**config.mk**
```make
export PLATFORM = sky130hd
export DESIGN_NAME = dcl_control
export DESIGN_NICKNAME = d
export VERILOG_FILES = /design/src/common/dcl_pkg.sv /design/src/common/dcl_core_if.sv /design/src/core/dcl_control.sv /design/src/core/dcl_power_seq.sv /design/src/core/dcl_sync.sv
export SDC_FILE = /design/constraint.sdc
export NUM_CORES = 1
export LEC_CHECK = 0
export ABC_AREA = 1
export BUFFER_PORTS_ARGS = -buffer_cell sky130_fd_sc_hd__buf_4
export CAP_MARGIN = 20
export CORE_AREA = 2 2 62 64
export CTS_BUF_LIST = sky130_fd_sc_hd__clkbuf_8
export CTS_CLUSTER_SIZE = 24
export DETAILED_ROUTE_END_ITERATION = 8
export DIE_AREA = 0 0 64 66
export PLACE_DENSITY = 0.85
export REMOVE_ABC_BUFFERS = 1
export SYNTH_ARGS = -nofsm -noshare
export SYNTH_HDL_FRONTEND = slang
export SYNTH_SLANG_ARGS = --single-unit
export TNS_END_PERCENT = 1
```
**constraint.sdc**
```tcl
create_clock -name core_clk -period 3.44 [get_ports core_clk]
set_input_delay 0.688 -clock core_clk [delete_from_list [all_inputs] [get_ports core_clk]]
set_output_delay 0.688 -clock core_clk [all_outputs]
set_load 0.01 [all_outputs]
```
**src/common/dcl_pkg.sv**
```systemverilog
// Package with register map, field positions and timing counts of the converter control
package dcl_pkg;
  localparam logic [7:0] ADDR_CONTROL   = 8'h00;
  localparam logic [7:0] ADDR_VALUE     = 8'h01;
  localparam logic [7:0] ADDR_STATUS    = 8'h02;
  localparam int         BIT_ENABLE     = 0;
  localparam int         BIT_PIN_BUF    = 6;
  localparam int         BIT_STBY_RUN   = 7;
  localparam logic [7:0] CONTROL_MASK   = 8'hc1;
  localparam logic [7:0] RESET_CONTROL  = 8'h00;
  localparam logic [7:0] RESET_VALUE    = 8'h00;
  localparam int         STARTUP_NS     = 1000;
  localparam int         CLK_PERIOD_NS  = 10;
  localparam int         STARTUP_CYCLES = (STARTUP_NS + CLK_PERIOD_NS - 1) / CLK_PERIOD_NS;
  localparam logic [7:0] STARTUP_COUNT  = 8'(STARTUP_CYCLES);
  typedef enum logic [1:0] {
    DCL_OFF,
    DCL_STARTUP,
    DCL_ACTIVE
  } dcl_state_type;
endpackage : dcl_pkg

```
**src/common/dcl_core_if.sv**
```systemverilog
// Interface carrying power state between the sequencer and the top
`timescale 1ns/10ps
interface dcl_core_if;
  logic core_on;
  logic buf_on;
  logic ready;
  logic want_on;
  logic want_buf;
  modport seq (output core_on, output buf_on, output ready, input want_on, input want_buf);
  modport top (input core_on, input buf_on, input ready, output want_on, output want_buf);
endinterface : dcl_core_if

```
**src/core/dcl_control.sv**
```systemverilog
// Digital control of the 8-bit resistor-string converter
`timescale 1ns/10ps
module dcl_control (
  input  wire logic       core_clk,
  input  wire logic       rst,
  input  wire logic [7:0] reg_addr,
  input  wire logic [7:0] reg_wdata,
  input  wire logic       reg_write,
  input  wire logic       reg_read,
  output logic      [7:0] reg_rdata,
  input  wire logic       standby_sleep,
  input  wire logic       powerdown_sleep,
  input  wire logic       debug_halt,
  output logic            core_power,
  output logic            pin_buffer_on,
  output logic            internal_out_valid,
  output logic            convert_start,
  output logic      [7:0] convert_data
);
  typedef struct packed {
    logic [7:0] control;
    logic [7:0] value;
    logic [7:0] rdata;
    logic       pending;
    logic       start;
    logic [7:0] data;
    logic       power;
    logic       buffer;
    logic       internal;
  } dcl_top_type;
  dcl_top_type st;
  dcl_top_type next_st;

  logic           stby_s;
  logic           pdown_s;
  logic           enabled;
  logic           allowed;
  logic           ctl_wr;
  logic           val_wr;
  logic     [7:0] new_ctl;
  dcl_core_if     pw ();

  // Sleep pins come from the power manager domain
  dcl_sync u_sync_stby (
    .core_clk (core_clk),
    .rst      (rst),
    .din      (standby_sleep),
    .dout     (stby_s)
  );

  dcl_sync u_sync_pdown (
    .core_clk (core_clk),
    .rst      (rst),
    .din      (powerdown_sleep),
    .dout     (pdown_s)
  );

  dcl_power_seq u_seq (
    .core_clk (core_clk),
    .rst      (rst),
    .pw       (pw)
  );

  // Decode and power request; debug halt is deliberately not used
  always_comb begin
    ctl_wr  = reg_write && (reg_addr == dcl_pkg::ADDR_CONTROL);
    val_wr  = reg_write && (reg_addr == dcl_pkg::ADDR_VALUE);
    new_ctl = reg_wdata & dcl_pkg::CONTROL_MASK;
    enabled = st.control[dcl_pkg::BIT_ENABLE];
    allowed = !pdown_s && (!stby_s || st.control[dcl_pkg::BIT_STBY_RUN]);
    pw.want_on  = enabled && allowed;
    pw.want_buf = st.control[dcl_pkg::BIT_PIN_BUF];
  end

  // Register file, conversion scheduling and output flops
  always_comb begin
    next_st       = st;
    next_st.start = 1'b0;
    if (ctl_wr) begin
      next_st.control = new_ctl;
      if (new_ctl[dcl_pkg::BIT_ENABLE] && !enabled) begin
        next_st.pending = 1'b1;
      end
      if (!new_ctl[dcl_pkg::BIT_ENABLE]) begin
        next_st.pending = 1'b0;
      end
    end
    if (val_wr) begin
      next_st.value = reg_wdata;
      if (enabled) begin
        next_st.pending = 1'b1;
      end
    end
    // Fire a pending conversion once the core is powered and settled
    if (st.pending && pw.ready && !val_wr) begin
      next_st.start   = 1'b1;
      next_st.data    = st.value;
      next_st.pending = 1'b0;
    end
    // Losing power mid-stream means the core must convert again on wake
    if (!pw.want_on && enabled) begin
      next_st.pending = 1'b1;
    end
    next_st.power    = pw.core_on;
    next_st.buffer   = pw.buf_on;
    next_st.internal = pw.ready;
    // Read data for the next cycle
    if (reg_read) begin
      case (reg_addr)
        dcl_pkg::ADDR_CONTROL: next_st.rdata = st.control;
        dcl_pkg::ADDR_VALUE:   next_st.rdata = st.value;
        dcl_pkg::ADDR_STATUS:  next_st.rdata = {5'h00, pw.buf_on, pw.ready, pw.core_on};
        default:               next_st.rdata = 8'h00;
      endcase
    end else begin
      next_st.rdata = 8'h00;
    end
  end

  always_ff @(posedge core_clk) begin
    if (rst) begin
      st         <= '0;
      st.control <= dcl_pkg::RESET_CONTROL;
      st.value   <= dcl_pkg::RESET_VALUE;
    end else begin
      st <= next_st;
    end
  end

  assign reg_rdata          = st.rdata;
  assign core_power         = st.power;
  assign pin_buffer_on      = st.buffer;
  assign internal_out_valid = st.internal;
  assign convert_start      = st.start;
  assign convert_data       = st.data;
endmodule : dcl_control

```
**src/core/dcl_power_seq.sv**
```systemverilog
// Power sequencer: analog core and buffer power with start-up interval
`timescale 1ns/10ps
module dcl_power_seq (
  input  wire logic  core_clk,
  input  wire logic  rst,
  dcl_core_if.seq    pw
);
  typedef struct packed {
    dcl_pkg::dcl_state_type state;
    logic [7:0]             cnt;
  } dcl_seq_type;
  dcl_seq_type st;
  dcl_seq_type next_st;

  // Power up, wait start-up, then report ready; drop at once when not wanted
  always_comb begin
    next_st = st;
    case (st.state)
      dcl_pkg::DCL_OFF: begin
        if (pw.want_on) begin
          next_st.state = dcl_pkg::DCL_STARTUP;
          next_st.cnt   = dcl_pkg::STARTUP_COUNT;
        end
      end
      dcl_pkg::DCL_STARTUP: begin
        if (!pw.want_on) begin
          next_st.state = dcl_pkg::DCL_OFF;
        end else if (st.cnt <= 8'h01) begin
          next_st.state = dcl_pkg::DCL_ACTIVE;
        end else begin
          next_st.cnt = st.cnt - 8'h01;
        end
      end
      dcl_pkg::DCL_ACTIVE: begin
        if (!pw.want_on) begin
          next_st.state = dcl_pkg::DCL_OFF;
        end
      end
      default: begin
        next_st.state = dcl_pkg::DCL_OFF;
      end
    endcase
  end

  always_ff @(posedge core_clk) begin
    if (rst) begin
      st <= '{state: dcl_pkg::DCL_OFF, cnt: 8'h00};
    end else begin
      st <= next_st;
    end
  end

  assign pw.core_on = (st.state != dcl_pkg::DCL_OFF);
  assign pw.buf_on  = (st.state != dcl_pkg::DCL_OFF) && pw.want_buf;
  assign pw.ready   = (st.state == dcl_pkg::DCL_ACTIVE);
endmodule : dcl_power_seq

```
**src/core/dcl_sync.sv**
```systemverilog
// Two-flop synchroniser for pin-level inputs
`timescale 1ns/10ps
module dcl_sync (
  input  wire logic core_clk,
  input  wire logic rst,
  input  wire logic din,
  output logic      dout
);
  typedef struct packed {
    logic meta;
    logic sync;
  } dcl_sync_type;
  dcl_sync_type st;
  dcl_sync_type next_st;

  // Shift the input through two stages
  always_comb begin
    next_st.meta = din;
    next_st.sync = st.meta;
  end

  always_ff @(posedge core_clk) begin
    if (rst) begin
      st <= '0;
    end else begin
      st <= next_st;
    end
  end

  assign dout = st.sync;
endmodule : dcl_sync

```
==> results of run 1 <==
==> cells by family (layout without fill, tap and decap cells) <==
family                     after synthesis  in the layout
adders and majority gates                2              2
AOI/OAI and AO/OA                       41             41
and+or+nand+nor                        127            127
xor gates and xnor gates                 2              2
DFF                                     46             46
buffers and inverters                   62             89
==> routing by layer <==
metal / share of wire / wire, um / vias up / GRT usage
li1: - / - / 924 / -
met1: 0.43 / 1747 / 740 / 0.2369
met2: 0.48 / 1958 / 45 / 0.3620
met3: 0.059 / 240 / 10 / 0.04940
met4: 0.024 / 97 / 0 / 0.09783
met5: 0 / 0 / - / 0
==> area by class of cell <==
type                    instances  area [sq um]
fillers                       311          1137
flip-flops and latches         46         920.9
multi-input cells             172         875.8
repair buffers                 41         307.8
inverters                      40         155.1
clock buffers                   5         68.82
well taps                      48         60.06
clock inverters                 3         25.02
==> Yosys cell counts (all sizes together) <==
library cell | number | area share
nand4 | 4 | 0.015
nand3 | 27 | 0.075
o21ai | 12 | 0.028
nor2 | 40 | 0.095
buf | 20 | 0.070
o22ai | 2 | 0.0059
ha | 2 | 0.012
xor2 | 2 | 0.0083
clkinv | 1 | 0.0018
clkbuf | 2 | 0.0036
a21oi | 27 | 0.068
nand3b | 1 | 0.0036
inv | 39 | 0.072
nor3 | 4 | 0.0095
nand2 | 51 | 0.096
dfxtp | 46 | 0.44
==> power by group through the flow <==
stage | combinational [mW] | clock [mW] | sequential, mW
after floorplan | 0.0154 | 0 | 0.548
after global placement | 0.0431 | 0 | 0.548
after detailed placement | 0.0437 | 0 | 0.548
after CTS | 0.0442 | 0.345 | 0.535
after global routing | 0.0488 | 0.366 | 0.536
final | 0.0443 | 0.337 | 0.535
==> critical path, stage by stage, from the launching register on <==
cell	delay [ns]
dfxtp_1	0.41
inv_1	0.09
ha_1	0.27
inv_2	0.07
nand2_1	0.06
nand3_2	0.09
nor2_4	0.05
nor2_4	0.23
inv_6	0.09
a21oi_1	0.15
nor2_1	0.06
==> placed cells by master (no fill, tap or decap), drive strengths merged <==
| master | instances |
|---|---|
| o21ai | 12 |
| o22ai | 2 |
| nand3b | 1 |
| nor3 | 4 |
| inv | 40 |
| clkinvlp | 1 |
| nand3 | 27 |
| nand2 | 51 |
| clkinv | 2 |
| a21oi | 27 |
| clkbuf | 5 |
| ha | 2 |
| nor2 | 40 |
| buf | 41 |
| nand4 | 4 |
| xor2 | 2 |
| dfxtp | 46 |
==> worst paths after layout <==
kind                                  endpoint  slack (ns)                          startpoint
hold reg to reg   u_sync_pdown.dout$_SDFF_PP0_        0.41  u_sync_pdown.next_st[0]$_SDFF_PP0_
setup reg to reg      u_seq.st[0]$_SDFFE_PP0P_        1.77            u_seq.st[0]$_SDFFE_PP0P_
hold / removal    u_sync_pdown.dout$_SDFF_PP0_        0.41  u_sync_pdown.next_st[0]$_SDFF_PP0_
setup / recovery      u_seq.st[0]$_SDFFE_PP0P_        1.77            u_seq.st[0]$_SDFFE_PP0P_
==> registers in the layout, summed over array words and instances (netlist names) <==
register,count
enabled,1
pin_buffer_on,1
st,10
internal_out_valid,1
convert_data,8
u_sync_stby.next_st,1
u_sync_stby.dout,1
u_seq.st,10
convert_start,1
pw.want_buf,1
u_sync_pdown.next_st,1
core_power,1
reg_rdata,8
u_sync_pdown.dout,1
==> per-stage QoR <==
step           utilization  cells
5_1_grt             0.6797    355
3_5_place_dp        0.6533    347
4_1_cts             0.6797    355
3_3_place_gp        0.6533    347
2_1_floorplan            -    258
6_report            0.6797    355
==> impl_metrics.tcl, run 1 <==
set metrics [dict create \
    synthAdderAreaFrac 0.01188 \
    end_kind "flip-flop" \
    grt_pass1_vias 1569 \
    hold_viol 0 \
    yosysSeqAreaShare 0.4371 \
    dieArea_sq_um 4224 \
    cp-start-kind "flip-flop" \
    drt_pass1_iterations 4 \
    cts.path.max_buffers 2 \
    intPower_uw 701.9 \
    hpwl_um 2862 \
    crit_type "reg -> reg" \
    power.total_uw 917.1 \
    fin_tns_setup_ns 0 \
    io_buffers 41 \
    place_area_sq_um 2320 \
    yosysWarningCount 0 \
    routed_wl_um 4043 \
    clkLatencyLatePin_ns 0.31 \
    grt.total_usage 0.2067 \
    powerDensity_nw_per_um2 380.0 \
    core-area_sq_um 3551 \
    synth_top_family_by_area "simple AND/OR/NAND/NOR gates" \
    floorplan.initialDensity 0.5934 \
    muxShareOfSynthArea 0 \
    pwr-share-clk 0.368 \
    hold_ws_ns 0.4062 \
    avgRoutedWirePerCell_um 11.39 \
    final_nets 331 \
    area_growth_pct 14.55 \
    rsz0062_at_grt "no" \
    netlist_area_sq_um 2107 \
    setup_violations 0 \
    synth-simple-area-share 0.2933 \
    synth_seq_cells 46 \
    critPathMaxFanout 9 \
    status "finished clean" \
    synth_cells 280 \
    dr.first_iter.drc_count 97 \
    grt_max_degree 27 \
    cts_setup_buffers 0 \
    worstMarginPinSlew_ns 0.3977 \
    vdd_drop_max_v 0.0002302 \
    vias_per_cell 4.842 \
    reg2regPathDepth 10 \
    whs_path_depth 2 \
    crit_required_ns 3.64 \
    synth_xor_area_frac 0.008314 \
    stdcell_area_sq_um 2414 \
    leakage_nw 1.017 \
    sequentialPowerShare 0.584 \
    switchingPower_uw 215.2 \
    max_cap_violations 0 \
    fin_skew_ns 0.008141 \
    cts_buffers 5 \
    h-tree-depth 2 \
    diodes 0 \
    layout-drive-gt1-share 0.2345 \
    antenna_found_initial 0 \
    cp_data_arrival_time_ns 1.87 \
    period_needed_ns 1.668 \
    grt_pass1_wl_um 6748 \
    num_vias 1719 \
    die_h_um 66 \
    min_period_over_period 0.4850 \
    fin_ws_ns 1.772 \
    cts.repair.resized 0 \
    cts_hold_buf 0 \
    drc 0 \
    die_w_um 64 \
    drv_slew 0 \
    cts.clk_slew.worst_paths_ns 0.08 \
    power_frac_comb 0.048 \
    avgSynthCellArea_sq_um 7.525 \
    clock.fmax_mhz 599.4 \
    cts_tree "built" \
    rows 22 \
    pre_cts_ws_ns 1.573 \
    ant_nets 0 \
    ios 43 \
    grt-ovfl-total 0 \
    swShare 0.2347 \
    cts-root-buf "clkbuf_8" \
    slew_headroom 0.7346 \
    min_path_type "reg -> reg" \
    clock_sinks 46 \
    ys_types 30 \
    place.gp.congestion 0.8873 \
    synth_compound_area_frac 0.1021 \
]
Note: power is estimated with default switching activity, not from simulation.
==> run 2, diff against run 1 <==
--- a/config.mk
+++ b/config.mk
@@ -8,12 +8,12 @@
 export ABC_AREA = 1
 export BUFFER_PORTS_ARGS = -buffer_cell sky130_fd_sc_hd__buf_4
 export CAP_MARGIN = 20
-export CORE_AREA = 2 2 62 64
+export CORE_AREA = 2 2 65 67
 export CTS_BUF_LIST = sky130_fd_sc_hd__clkbuf_8
 export CTS_CLUSTER_SIZE = 24
 export DETAILED_ROUTE_END_ITERATION = 8
-export DIE_AREA = 0 0 64 66
-export PLACE_DENSITY = 0.85
+export DIE_AREA = 0 0 67 69
+export PLACE_DENSITY = 0.78
 export REMOVE_ABC_BUFFERS = 1
 export SYNTH_ARGS = -nofsm -noshare
 export SYNTH_HDL_FRONTEND = slang
==> constraint.sdc (replaced) <==
create_clock -name core_clk -period 1.64 [get_ports core_clk]
set_input_delay 0.328 -clock core_clk [delete_from_list [all_inputs] [get_ports core_clk]]
set_output_delay 0.328 -clock core_clk [all_outputs]
set_load 0.01 [all_outputs]
==> run 2 against run 1 <==
  * Utilization shrank 5.8 points
  * First-iteration DRC count grew 33%
  * Sequential share of layout area shrank 0.33 points
  * Flip-flop and latch count is the same
  * Critical path depth grew 1
  * Clock power grew 100%
  * Global-route usage shrank 0.57 points
  * Wire length grew 6.4%
  * Hold slack lost 0.18 ns
  * Register-to-register slack lost 1.7 ns
  * Fmax grew 8.8%
  * Die area grew 9.4%
  * Critical endpoint is now u_seq.st[7]$_SDFFE_PP0P_
==> impl_metrics.tcl, run 2 (synthesis gave the netlist of run 1 again) <==
set metrics [dict create \
    place.gp.congestion 0.9117 \
    rsz0062_at_grt "no" \
    powerDensity_nw_per_um2 781.8 \
    cp-endpoint "u_seq.st[7]$_SDFFE_PP0P_" \
    vias_per_cell 4.961 \
    io_buffers 41 \
    pre_cts_ws_ns 0.1095 \
    cts-root-buf "clkbuf_8" \
    final_common_cell "nand2_1" \
    cts.repair.resized 0 \
    h-tree-depth 2 \
    nFillCells 358 \
    num_vias 1786 \
    worstMarginPinSlew_ns 0.3065 \
    post-route-util 0.6221 \
    hold_ws_ns 0.2227 \
    min_from "standby_sleep" \
    cts_tree "built" \
    drt_pass1_iterations 5 \
    vdd_drop_max_v 0.0006020 \
    multi_input_comb_area_sq_um 875.8 \
    core-area_sq_um 3914 \
    area_growth_pct 15.56 \
    final-seq-area_sq_um 920.9 \
    cp_num_buf_inv 3 \
    stdcell_area_sq_um 2435 \
    fin_skew_ns 0.01293 \
    rr_startpoint "u_seq.st[0]$_SDFFE_PP0P_" \
    final_cell_mix "nand2_1 (49), dfxtp_1 (46), buf_4 (44)" \
    min_path_type "in -> reg" \
    hpwl_um 3103 \
    cts_hold_buf 0 \
    largestRegisters "st (10), u_seq.st (10)" \
    reg2regPathDepth 11 \
    swShare 0.2290 \
    place_area_sq_um 2345 \
    cp-start-kind "flip-flop" \
    ant_nets 0 \
    hold_viol 0 \
    dieArea_sq_um 4623 \
    clock.fmax_mhz 652.0 \
    final_nets 334 \
    rows 23 \
    dp_cells 352 \
    period_needed_ns 1.534 \
    fin_ws_ns 0.1062 \
    ios 43 \
    slew_headroom 0.7957 \
    leakage_nw 1.031 \
    cts.path.max_buffers 2 \
    critPathMaxFanout 9 \
    grt-ovfl-total 0 \
    setup_violations 0 \
    antenna_found_initial 0 \
    routed_wl_um 4300 \
    cpPeakStageDelay_ns 0.40 \
    grt.total_usage 0.2010 \
    r2r_setup_slack_ns 0.11 \
    die_w_um 67 \
    r2r-end "u_seq.st[7]$_SDFFE_PP0P_" \
    cts_setup_buffers 0 \
    path_cells "inv_1 -> ha_1 -> inv_2 -> nand2_1 -> nand3_2 -> nor2_4 -> nor2_4 -> inv_6 -> nor2_2 -> nor2_1 -> nor2_1" \
    power.total_mw 1.903 \
    switchingPower_uw 436.0 \
    cts.clk_slew.worst_paths_ns 0.09 \
    cp_data_arrival_time_ns 1.77 \
    clock_sinks 46 \
    grt_pass1_vias 1638 \
    crit_slowest_cell "dfxtp_1" \
    max_cap_violations 0 \
    crit_required_ns 1.88 \
    intPower_mw 1.467 \
    power_frac_comb 0.052 \
    status "finished clean" \
    pwr-share-clk 0.358 \
    grt_max_degree 26 \
    avgRoutedWirePerCell_um 11.94 \
    floorplan.initialDensity 0.5384 \
    cp_top_family "simple AND/OR/NAND/NOR gates" \
    sequentialPowerShare 0.590 \
    diodes 0 \
    cp.depth 11 \
    dr.first_iter.drc_count 129 \
    cts_buffers 5 \
    crit_start "u_seq.st[0]$_SDFFE_PP0P_" \
    fin_tns_setup_ns 0 \
    min_period_over_period 0.9352 \
    drc 0 \
    crit_type "reg -> reg" \
    die_h_um 69 \
    drv_slew 0 \
    end_kind "flip-flop" \
    layout-drive-gt1-share 0.2419 \
    clkLatencyLatePin_ns 0.30 \
    grt_pass1_wl_um 7238 \
    finalNonFillerCells 360 \
]
==> run 2: cell count changes in the layout (fill, tap and decap cells not counted) <==
cell      change
inv_6         -1
clkinv_2      +1
buf_4         +3
==> run 2: cell type report <==
| type | instances | area share |
|---|---|---|
| clock buffers | 5 | 0.02826 |
| clock inverters | 3 | 0.008736 |
| inverters | 40 | 0.06372 |
| multi-input cells | 172 | 0.3597 |
| flip-flops and latches | 46 | 0.3782 |
| well taps | 50 | 0.02569 |
| repair buffers | 44 | 0.1357 |
==> run 2: metal layers <==
| metal | GRT usage | wire length, um | share of wire | up-vias |
|---|---|---|---|---|
| li1 | - | - | - | 928 |
| met1 | 0.2668 | 1928 | 0.45 | 796 |
| met2 | 0.3146 | 2037 | 0.47 | 53 |
| met3 | 0.03589 | 244 | 0.057 | 9 |
| met4 | 0.08844 | 89 | 0.021 | 0 |
| met5 | 0 | 0 | 0 | - |
==> run 2: how the worst min path moves through the flow <==
stage	to	slack, ns	depth (start not counted)
final	u_sync_stby.next_st[0]$_SDFF_PP0_	0.22	3
after global routing	u_sync_stby.next_st[0]$_SDFF_PP0_	0.25	3
after CTS	u_sync_stby.next_st[0]$_SDFF_PP0_	0.23	3
after detailed placement	u_sync_stby.dout$_SDFF_PP0_	0.40	2
after global placement	u_sync_pdown.dout$_SDFF_PP0_	0.39	2
after floorplan	u_sync_pdown.dout$_SDFF_PP0_	0.39	2
==> run 2: power by group through the flow <==
stage          Combinational (mW)  Sequential [mW]  Clock, mW
6_report                   0.0981             1.12      0.682
3_3_place_gp               0.0951             1.15          0
2_1_floorplan              0.0323             1.15          0
4_1_cts                    0.0979             1.12      0.689
3_5_place_dp               0.0972             1.15          0
5_1_grt                     0.109             1.12      0.734
==> run 2: tightest hold or removal path, cell delays in order <==
cell and delay [ns]:
buf_4 0.07, inv_1 0.03, nor2_1 0.06
